### src/core/acr_pkg.sv
package acr_pkg;

	// ****************************************************************
	// Register indices; the bus byte address is four times the index.
	// ****************************************************************
	localparam logic [7:0] IDX_INT_ENABLE       = 8'hA8;
	localparam logic [7:0] IDX_SYS_CONTROL      = 8'hC0;
	localparam logic [7:0] IDX_RESULT_HIGH      = 8'hCE;
	localparam logic [7:0] IDX_RESULT_LOW       = 8'hCF;
	localparam logic [7:0] IDX_ADC_CONTROL      = 8'hD8;
	localparam logic [7:0] IDX_INPUT_SELECT     = 8'hDA;
	localparam logic [7:0] IDX_ANALOG_PIN_LOW   = 8'hDC;
	localparam logic [7:0] IDX_ANALOG_PIN_HIGH  = 8'hDD;
	localparam logic [7:0] IDX_REFERENCE_CONFIG = 8'hDE;
	localparam logic [7:0] IDX_CMP_CONTROL      = 8'hDF;

	// ****************************************************************
	// Field positions.
	// ****************************************************************
	localparam int POS_RDY         = 0;
	localparam int POS_CLK_DIV_LO  = 6;
	localparam int POS_SHIFT_EN    = 5;
	localparam int POS_SHIFT_LO    = 6;
	localparam int POS_SRC_TOP     = 4;
	localparam int POS_POWER_ON    = 5;
	localparam int POS_IE_ADC      = 6;
	localparam int POS_IE_GLOBAL   = 7;
	localparam int POS_CMP_ON      = 0;
	localparam int POS_CMP_PIN     = 1;
	localparam int POS_CMP_LVL_LO  = 2;
	localparam int POS_BG_SWITCH   = 4;
	localparam int POS_BG_TRIM_LO  = 5;

	// ****************************************************************
	// Reset values and codes.
	// ****************************************************************
	localparam logic [7:0]  RST_BYTE         = 8'h00;
	localparam logic [7:0]  REF_EXTERNAL     = 8'h0A;
	localparam logic [7:0]  REF_VDD          = 8'h04;
	localparam logic [7:0]  REF_INTERNAL_USE = 8'h0B;
	localparam logic [7:0]  REF_LDO_OUT      = 8'h09;
	localparam logic [15:0] ADC_VECTOR_ADDR  = 16'h0033;

	// ****************************************************************
	// Converter clock divide ratios for select codes 00, 01, 10, 11.
	// ****************************************************************
	localparam logic [6:0] DIV_CODE0 = 7'd16;
	localparam logic [6:0] DIV_CODE1 = 7'd32;
	localparam logic [6:0] DIV_CODE2 = 7'd64;
	localparam logic [6:0] DIV_CODE3 = 7'd8;

	typedef struct packed
	{
		logic ext_ref;
		logic vdd_ref;
		logic int_ref_use;
		logic pin_drive_2v1;
	} acr_ref_type;

	typedef enum logic [1:0]
	{
		ST_IDLE    = 2'b00,
		ST_CONVERT = 2'b01
	} acr_state_type;

endpackage

### src/core/acr_top.sv
`timescale 1ns/1ps
`default_nettype none

// What this block does
// - Set the ready flag when a conversion finishes.
// - Hardware clears the ready flag when the CPU takes the converter vector.
// - Control bits 7:6 divide the oscillator by 16, 32, 64 or 8.
// - Without shifting the high result byte shows the top result bits.
// - With shifting the high byte shifts by one to four places.
// - Source field picks one of sixteen pins or the internal 1.2 V reference.
// - Low analog-pin register bits make port 1 pins analog.
// - High analog-pin register makes port 0 pins 0-1, port 3 pins 2-7 analog.
// - Reference code 0xA takes an external reference on port 3 pin 7.
// - Reference code 0x4 uses the supply as reference.
// - Reference code 0x0B drives internal 2.1 V on the pin and uses it.
// - Reference code 0x9 drives the 2.1 V regulator onto the pin.
// - Comparator level field selects 1.9, 2.3, 2.7 or 3.6 V.
// - Three-bit trim field tunes the converter reference.
// - Comparator output bit: write steers pin drive, read gives result.
// - Comparator runs only while its enable bit is one.
// - Converter runs only while system control bit 5 is one.
// - Ready requests an interrupt only with both enables set.
// - The converter interrupt vectors to address 0033H.
module acr_top
	import acr_pkg::*;
(
	// Clock and reset.
	input  wire logic        CLK,
	input  wire logic        RST_N,
	// APB slave.
	input  wire logic        PSEL,
	input  wire logic        PENABLE,
	input  wire logic        PWRITE,
	input  wire logic [11:0] PADDR,
	input  wire logic [31:0] PWDATA,
	output logic      [31:0] PRDATA,
	output logic             PREADY,
	output logic             PSLVERR,
	// Converter.
	output logic             ADC_CLK_EN,
	output logic             ADC_START,
	output logic      [4:0]  ADC_SRC,
	input  wire logic        ADC_DONE,
	input  wire logic [9:0]  ADC_DATA,
	// Pins and reference.
	output logic      [15:0] ANALOG_EN,
	output acr_ref_type      ADC_REF,
	output logic      [2:0]  BG_TRIM,
	output logic             BG_SWITCH,
	// Comparator.
	output logic             CMP_EN,
	output logic      [1:0]  CMP_LEVEL,
	output logic             CMP_PIN_DRIVE,
	input  wire logic        CMP_RESULT,
	// CPU interrupt.
	output logic             IRQ,
	output logic      [15:0] IRQ_VECTOR,
	input  wire logic        IRQ_ACK
);

	// ****************************************************************
	// Bus slave.
	// ****************************************************************
	logic [7:0] adc_control_q;
	logic [7:0] input_select_q;
	logic [7:0] pin_low_q;
	logic [7:0] pin_high_q;
	logic [7:0] ref_config_q;
	logic [7:0] cmp_control_q;
	logic [7:0] sys_control_q;
	logic [7:0] int_enable_q;
	logic [7:0] result_high_q;
	logic [7:0] result_low_q;
	logic       rdy_q;
	logic [7:0] rd_byte;
	logic       rd_hit;
	logic       wr_en;
	logic [7:0] idx;

	assign idx   = PADDR[9:2];
	assign wr_en = PSEL && PENABLE && PREADY && PWRITE && rd_hit;

	always_comb
	begin
		rd_byte = 8'h00;
		rd_hit  = 1'b1;
		unique case (idx)
			IDX_INT_ENABLE:       rd_byte = int_enable_q;
			IDX_SYS_CONTROL:      rd_byte = sys_control_q;
			IDX_RESULT_HIGH:      rd_byte = result_high_q;
			IDX_RESULT_LOW:       rd_byte = result_low_q;
			IDX_ADC_CONTROL:      rd_byte = {adc_control_q[7:6], 5'h00, rdy_q};
			IDX_INPUT_SELECT:     rd_byte = input_select_q;
			IDX_ANALOG_PIN_LOW:   rd_byte = pin_low_q;
			IDX_ANALOG_PIN_HIGH:  rd_byte = pin_high_q;
			IDX_REFERENCE_CONFIG: rd_byte = ref_config_q;
			// Reading the output bit returns the live comparator result.
			IDX_CMP_CONTROL:      rd_byte = {cmp_control_q[7:2], CMP_RESULT, cmp_control_q[0]};
			default:              rd_hit  = 1'b0;
		endcase
	end

	// The answer is prepared in the setup cycle so the access phase ends at once.
	always_ff @(posedge CLK or negedge RST_N)
	begin
		if (!RST_N)
		begin
			PREADY  <= 1'b0;
			PRDATA  <= 32'h0000_0000;
			PSLVERR <= 1'b0;
		end
		else
		begin
			PREADY  <= PSEL && !PENABLE;
			PSLVERR <= PSEL && !PENABLE && !rd_hit;
			PRDATA  <= (PSEL && !PENABLE && !PWRITE) ? {24'h00_0000, rd_byte} : 32'h0000_0000;
		end
	end

	// ****************************************************************
	// Software-written registers.
	// ****************************************************************
	always_ff @(posedge CLK or negedge RST_N)
	begin
		if (!RST_N)
		begin
			adc_control_q  <= RST_BYTE;
			input_select_q <= RST_BYTE;
			pin_low_q      <= RST_BYTE;
			pin_high_q     <= RST_BYTE;
			ref_config_q   <= RST_BYTE;
			cmp_control_q  <= RST_BYTE;
			sys_control_q  <= RST_BYTE;
			int_enable_q   <= RST_BYTE;
		end
		else if (wr_en)
		begin
			unique case (idx)
				IDX_ADC_CONTROL:      adc_control_q  <= {PWDATA[7:6], 6'h00};
				IDX_INPUT_SELECT:     input_select_q <= PWDATA[7:0];
				IDX_ANALOG_PIN_LOW:   pin_low_q      <= PWDATA[7:0];
				IDX_ANALOG_PIN_HIGH:  pin_high_q     <= PWDATA[7:0];
				IDX_REFERENCE_CONFIG: ref_config_q   <= PWDATA[7:0];
				IDX_CMP_CONTROL:      cmp_control_q  <= PWDATA[7:0];
				IDX_SYS_CONTROL:      sys_control_q  <= PWDATA[7:0];
				IDX_INT_ENABLE:       int_enable_q   <= PWDATA[7:0];
				default:              ;
			endcase
		end
	end

	// ****************************************************************
	// Converter clock divider.
	// ****************************************************************
	logic [6:0] div_cnt_q;
	logic [6:0] div_reload;
	logic       power_on;

	assign power_on = sys_control_q[POS_POWER_ON];

	always_comb
	begin
		unique case (adc_control_q[POS_CLK_DIV_LO +: 2])
			2'b00:   div_reload = DIV_CODE0;
			2'b01:   div_reload = DIV_CODE1;
			2'b10:   div_reload = DIV_CODE2;
			2'b11:   div_reload = DIV_CODE3;
		endcase
	end

	always_ff @(posedge CLK or negedge RST_N)
	begin
		if (!RST_N)
		begin
			div_cnt_q  <= 7'd0;
			ADC_CLK_EN <= 1'b0;
		end
		else if (!power_on)
		begin
			div_cnt_q  <= 7'd0;
			ADC_CLK_EN <= 1'b0;
		end
		else
		begin
			ADC_CLK_EN <= (div_cnt_q == 7'd0);
			div_cnt_q  <= (div_cnt_q == 7'd0) ? div_reload - 7'd1 : div_cnt_q - 7'd1;
		end
	end

	// ****************************************************************
	// Conversion sequencing and result capture.
	// ****************************************************************
	acr_state_type state_q;
	logic          capture;
	logic [13:0]   shifted;
	logic [7:0]    high_d;

	assign capture = (state_q == ST_CONVERT) && ADC_DONE && power_on;
	assign shifted = 14'({ADC_DATA, 4'h0} << input_select_q[POS_SHIFT_LO +: 2]);

	always_comb
	begin
		if (input_select_q[POS_SHIFT_EN])
			high_d = shifted[12:5];
		else
			high_d = ADC_DATA[9:2];
	end

	// A new conversion starts on a converter clock tick while powered.
	always_ff @(posedge CLK or negedge RST_N)
	begin
		if (!RST_N)
		begin
			state_q   <= ST_IDLE;
			ADC_START <= 1'b0;
			ADC_SRC   <= 5'h00;
		end
		else
		begin
			ADC_START <= 1'b0;
			unique case (state_q)
				ST_IDLE:
					if (power_on && ADC_CLK_EN)
					begin
						state_q   <= ST_CONVERT;
						ADC_START <= 1'b1;
						ADC_SRC   <= input_select_q[POS_SRC_TOP:0];
					end
				ST_CONVERT:
					if (!power_on || ADC_DONE)
						state_q <= ST_IDLE;
				default:
					state_q <= ST_IDLE;
			endcase
		end
	end

	// Both result bytes change in the same cycle, on capture of a finished conversion.
	always_ff @(posedge CLK or negedge RST_N)
	begin
		if (!RST_N)
		begin
			result_high_q <= RST_BYTE;
			result_low_q  <= RST_BYTE;
		end
		else if (capture)
		begin
			result_high_q <= high_d;
			result_low_q  <= {ADC_DATA[1:0], 6'h00};
		end
	end

	// ****************************************************************
	// Ready flag and interrupt.
	// ****************************************************************
	always_ff @(posedge CLK or negedge RST_N)
	begin
		if (!RST_N)
			rdy_q <= 1'b0;
		else if (capture)
			rdy_q <= 1'b1;
		else if (IRQ_ACK)
			rdy_q <= 1'b0;
	end

	always_ff @(posedge CLK or negedge RST_N)
	begin
		if (!RST_N)
		begin
			IRQ        <= 1'b0;
			IRQ_VECTOR <= 16'h0000;
		end
		else
		begin
			IRQ        <= rdy_q && !IRQ_ACK && int_enable_q[POS_IE_ADC] && int_enable_q[POS_IE_GLOBAL];
			IRQ_VECTOR <= ADC_VECTOR_ADDR;
		end
	end

	// ****************************************************************
	// Pins, reference and comparator outputs.
	// ****************************************************************
	always_ff @(posedge CLK or negedge RST_N)
	begin
		if (!RST_N)
		begin
			ANALOG_EN     <= 16'h0000;
			ADC_REF       <= '0;
			BG_TRIM       <= 3'h0;
			BG_SWITCH     <= 1'b0;
			CMP_EN        <= 1'b0;
			CMP_LEVEL     <= 2'h0;
			CMP_PIN_DRIVE <= 1'b0;
		end
		else
		begin
			ANALOG_EN             <= {pin_high_q, pin_low_q};
			ADC_REF.ext_ref       <= (ref_config_q == REF_EXTERNAL);
			ADC_REF.vdd_ref       <= (ref_config_q == REF_VDD);
			ADC_REF.int_ref_use   <= (ref_config_q == REF_INTERNAL_USE);
			ADC_REF.pin_drive_2v1 <= (ref_config_q == REF_INTERNAL_USE) || (ref_config_q == REF_LDO_OUT);
			BG_TRIM               <= cmp_control_q[POS_BG_TRIM_LO +: 3];
			BG_SWITCH             <= cmp_control_q[POS_BG_SWITCH];
			CMP_EN                <= cmp_control_q[POS_CMP_ON];
			CMP_LEVEL             <= cmp_control_q[POS_CMP_LVL_LO +: 2];
			CMP_PIN_DRIVE         <= cmp_control_q[POS_CMP_PIN] && cmp_control_q[POS_CMP_ON];
		end
	end
endmodule

`default_nettype wire

### config.mk
export PLATFORM = sky130hd
export DESIGN_NAME = acr_top
export DESIGN_NICKNAME = d
export VERILOG_FILES = /design/src/core/acr_pkg.sv /design/src/core/acr_top.sv
export SDC_FILE = /design/constraint.sdc
export NUM_CORES = 1
export LEC_CHECK = 0
export BUFFER_PORTS_ARGS = -buffer_cell sky130_fd_sc_hd__buf_2
export CAP_MARGIN = 10
export CORE_MARGIN = 3
export CORE_UTILIZATION = 57
export CTS_BUF_LIST = sky130_fd_sc_hd__clkbuf_8
export CTS_CLUSTER_DIAMETER = 120
export DETAILED_ROUTE_END_ITERATION = 10
export PLACE_DENSITY = 0.85
export SLEW_MARGIN = 20
export SYNTH_ARGS = -nofsm -noshare
export SYNTH_HDL_FRONTEND = slang
export SYNTH_SLANG_ARGS = --single-unit
### constraint.sdc
create_clock -name CLK -period 3.6 [get_ports CLK]
set_input_delay 0.72 -clock CLK [delete_from_list [all_inputs] [get_ports CLK]]
set_output_delay 0.72 -clock CLK [all_outputs]
set_load 0.005 [all_outputs]
Word-level counts from Yosys, hierarchy flattened
Cells that the tools add are included.
Storage, ports and cells
  input bits: 62
  word-level logic and storage cells: 105
  bits in registers: 125
  output and inout port bits: 86
Cells by class
  equal/unequal tests: 20
  mux-type cells: 15
  add/subtract/negate cells: 2
  reductions and logical operators: 36
  shift-type cells: 1
Operators by type and width (number)
  8-bit == test (second input constant): 10
  8-bit one-hot mux with 10 select lines: 1
  7-bit one-hot mux with 4 select lines: 1
  8-bit by 4-bit == test with 1-bit output (second input constant): 3
  2-bit AND reduction: 10
  8-bit 2-to-1 mux: 2
  1-bit logical AND: 14
  7-bit 2-to-1 mux: 2
  14-bit by 2-bit left shift with 13-bit output: 1
  7-bit by 1-bit subtractor with 7-bit output (second input constant): 2
  10-bit OR reduction: 1
  8-bit by 3-bit == test with 1-bit output (second input constant): 1
  7-bit logical NOT: 1
  1-bit 2-to-1 mux: 6
  1-bit logical NOT: 5
  2-bit by 1-bit == test with 1-bit output (second input constant): 2
  2-bit == test (second input constant): 2
  2-bit logical NOT: 2
  2-bit 2-to-1 mux: 2
  2-bit one-hot mux with 2 select lines: 1
  1-bit logical OR: 2
  2-bit by 1-bit != test with 1-bit output (second input constant): 1
  2-bit != test (second input constant): 1
  2-bit nonzero test: 1

Longest topological paths before layout
  depth after elaboration: 5
  mapped depth: 6
  gate-level depth less buffers: 6

Worst setup path after synthesis
Ideal clock, no wire load.
  path kind: input to register
  start: input PADDR[7]
  end: register pin_low_q[0]
  buffers on the path: 0
  cell stages on the path: 4
  library setup time: 0.125 ns
  data arrival time: 1.955 ns
  setup slack: 1.521 ns
  required time: 3.475 ns
  cells stage by stage: and4b_1 -> nand3_4 -> nor4_4 -> mux2_2
On the way
  longest elaborated chain between the ends: 5
  elaborated cells between the ends (all ways): 14
  those cells by class: eq/ne (10); mux (1); reduce/logical (3)
RTL lines
  from (decl): RTL line acr_top.sv:34  | input wire logic [11:0] PADDR,
  8-bit == test (on tied branches): RTL line acr_top.sv:87, acr_top.sv:138
  10-bit OR reduction (no source line)
  1-bit 2-to-1 mux: RTL line acr_top.sv:87  | unique case (idx)
  1-bit logical AND: RTL line acr_top.sv:81  | assign wr_en = PSEL && PENABLE && PREADY && PWRITE && rd_hit;
  2-bit AND reduction (no source line) (*)
  to (signal assigned): RTL line acr_top.sv:141  | IDX_ANALOG_PIN_LOW: pin_low_q <= PWDATA[7:0];
  to (decl): RTL line acr_top.sv:66  | logic [7:0] pin_low_q;
Every way passes the cells marked *; elsewhere a longest branch is shown, timed or not.
A chain may end at the register's enable or synchronous reset.

Worst setup path after layout
  start: input PADDR[3]
  end: register input_select_q[2]
On the way
  longest elaborated chain between the ends: 5
  elaborated cells between the ends (all ways): 14
  those cells by class: eq/ne (10); mux (1); reduce/logical (3)
RTL lines
  8-bit == test (on tied branches): RTL line acr_top.sv:87, acr_top.sv:138
  10-bit OR reduction (no source line)
  1-bit 2-to-1 mux: RTL line acr_top.sv:87
  1-bit logical AND: RTL line acr_top.sv:81
  2-bit AND reduction (no source line) (*)
  to (signal assigned): RTL line acr_top.sv:140  | IDX_INPUT_SELECT: input_select_q <= PWDATA[7:0];
  to (decl): RTL line acr_top.sv:65  | logic [7:0] input_select_q;
Marks and branches as above.

==> reports/metrics.csv <==
stage,metric,value,unit
global_route,grt_pass1_wl,19.1,mm
floorplanning,die_height,107,um
critical_path,critPathTopFamily,simple AND/OR/NAND/NOR gates,
cts,cts_buffer_depth,2,
synth,avgSynthCellArea,12.9,um2
synth,synth_cells,445,
finish,layout_commonest_cell,dfrtp_1,
min_path,hp-class,input pin to asynchronous set/reset pin,
run,drv_cap,0,
critical_path,cp.arrival,2.76,ns
finish,fill_cells,746,
sta,maxSlewHeadroom,49.3,%
synth,synth_edf_count,0,
sta,setup_viol,0,
drt,num_vias,3849,
run_status,status,"finished, final reports clean",
drt,finalWirelength,12.1,mm
cts,path_clk_slew,0.07,ns
critical_path,crit_slowest_cell,nor4_4,
power_and_ir_drop,power_density,432,nW/um2
synth,synth_top_area_cell,dfrtp_1,
sta,rsz0062_at_grt,false,
place,place_area,6130,um2
cts,htreeDepth,4,
critical_path,r2r_start,div_cnt_q[0],
global_route,grt_use_total,22.1,%
synth,synthFlopType,dfrtp_1,
cts,cts-hold-fix-buffers,0,
finish,areaGrowthSynthToFinish,14.0,%
finish,drive_above_1_share,38.8,%
floorplanning,std_cell_rows,36,
critical_path,reg2reg_setup_slack,1.55,ns
synth,synthArstFlopShare,100,%
synth,syn_area,5760,um2
synth,yosys.cell_types.count,58,
critical_path,cp-startpoint,PADDR[3],
synth,netlist.area_leader.share,53.9,%
critical_path,crit_path_max_fanout,23,
place,hpwl,8.42,mm
floorplanning,dieWidth,107,um
drt,via_per_inst,5.71,
synth,synth-seq-area-share,53.9,%
cts,cts_setup_buffers,0,
drt,drtIter0Drc,225,
cts,cts_resized,0,
drt,drc,0,
sta,slew_violations,0,
floorplanning,ioPinCount,148,
finish,fin_area,6570,um2
sta,finalCriticalPeriod,2.44,ns
sta,max_slew.worst_pin.slew,0.761,ns
critical_path,crit_path_end_kind,flip-flop,
drt,postRouteAntennaNets,0,
sta,fin_crit_sh,67.7,%
critical_path,ff2ff_path_depth,6,
finish,multi_input_area,2390,um2
floorplanning,start_util,58.7,%
finish,final_cell_mix,"dfrtp_1, buf_2, mux2_2, conb_1",
sta,hold_viol,0,
power_and_ir_drop,peakVddDrop,0.000227,V
cts,clk_latency,0.44,ns
sta,setup_tns,0,ns
critical_path,crit_chain,buf_2 > inv_1 > nor4_4 > and2_1 > mux2_2,
global_route,antenna_found_initial,0,
critical_path,endpoint,input_select_q[2],
critical_path,crit_cells,5,
critical_path,start_kind,input pin,
finish,ff_latch_area,3100,um2
critical_path,path_buf_inv,2,
critical_path,critPathKind,input pin to flip-flop,
place,gp_congestion,0.887,
cts,cts.sink_count,124,
global_route,globalRouteOverflowTotal,0,
cts,clock-root-buffer,clkbuf_8,
critical_path,crit_path_max_incr_delay,0.49,ns
floorplanning,design.core.area,9820,um2
synth,ys_ff_latch,124,
global_route,grt_max_degree,67,
finish,antennaDiodeCount,0,
synth,ys_top_cells_by_area,"dfrtp_1, mux2_2, buf_4, mux4_2, mux2i_1",
synth,yosysWarnings,0,
cts,cts_tree,done,
critical_path,rr_endpoint,div_cnt_q[4],
cts,numCtsBuffers,17,
drt,wl_per_cell,17.9,um
power_and_ir_drop,power_leakage,3.35,nW
critical_path,cp_data_required_time,3.92,ns
floorplanning,die_area,11400,um2
drt,dr.pass1.iters,4,
finish,layout.nets,592,
place,portBuffers,83,
sta,finClkSkew,0.00961,ns
sta,fmaxAchievable,410,MHz
global_route,grt_pass1_vias,3815,
## power by group
group | switching (mW) | total (mW) | internal, mW
sequential | 0.00432 | 1.40 | 1.40
clock | 0.554 | 1.30 | 0.746
combinational | 0.0940 | 0.135 | 0.0410
## final cells by class
| class | instances | share of cell area (%) |
|---|---|---|
| Clock buffer | 20 | 4.19 |
| Tap cell | 133 | 2.53 |
| Inverter | 9 | 0.514 |
| Timing Repair Buffer | 84 | 6.67 |
| Clock inverter | 12 | 2.44 |
| Sequential cell | 124 | 47.2 |
| Multi-Input combinational cell | 292 | 36.4 |
## state kept, by name, summed over array words and instances (netlist names), 2 cells and up
name,count
cmp_control_q,8
int_enable_q,8
input_select_q,8
CMP_LEVEL,2
PRDATA,8
pin_high_q,8
div_cnt_q,7
adc_control_q,2
pin_low_q,8
result_low_q,2
ANALOG_EN,16
ref_config_q,8
sys_control_q,8
ADC_SRC,5
ADC_REF,4
BG_TRIM,3
result_high_q,8
## Yosys cell counts, types with 9 or more instances
| cell type | instances |
|---|---|
| a22oi_1 | 11 |
| mux4_2 | 9 |
| mux2_2 | 69 |
| o21ai_0 | 17 |
| a22o_1 | 9 |
| nand3_1 | 10 |
| buf_4 | 40 |
| nand2_1 | 20 |
| nor2_1 | 12 |
| mux2i_1 | 15 |
| dfrtp_1 | 124 |
## layer usage
layer | global-route usage [%] | up-vias | wire length (um)
met5 | 0 | - | 0
met4 | 11.6 | 0 | 404
met3 | 5.83 | 38 | 757
met2 | 36.7 | 160 | 6140
met1 | 26.4 | 1923 | 4740
li1 | - | 1728 | -
## worst min path at each step
stage / end / slack (ns) / cells past startpoint
after floorplan: ANALOG_EN[7] / 0.36 / 0
after global placement: ANALOG_EN[1] / 0.38 / 0
after detailed placement: ANALOG_EN[10] / 0.39 / 0
after CTS: ANALOG_EN[7] / 0.36 / 1
after global routing: pin_low_q[6] / 0.40 / 1
final: ANALOG_EN[7] / 0.34 / 1
## logic make-up (layout without fill, tap and decap cells)
group           Yosys count  after routing  share of synthesized area (%)
other cells               2             37                          0.130
flops                   124            124                           53.9
simple gates             94             94                           11.0
xor+xnor                  1              1                          0.152
fa+ha+maj                 2              2                          0.434
mux                      94             94                           19.8
buf+inv                  64            125                           6.93
compound gates           64             64                           7.69
## stage by stage
step / hold slack, ns / total power, mW / util (%) / std cells / setup slack (ns)
5_1_grt: 0.396 / 2.95 / 66.9 / 674 / 1.08
4_1_cts: 0.359 / 2.86 / 66.9 / 674 / 1.21
6_report: 0.345 / 2.84 / 66.9 / 674 / 1.16
3_3_place_gp: 0.377 / 1.56 / 62.4 / 642 / 0.796
3_5_place_dp: 0.386 / 1.56 / 62.4 / 642 / 0.767
2_1_floorplan: 0.363 / 1.51 / - / 480 / 1.52
Power figures use the tool's default switching activity.
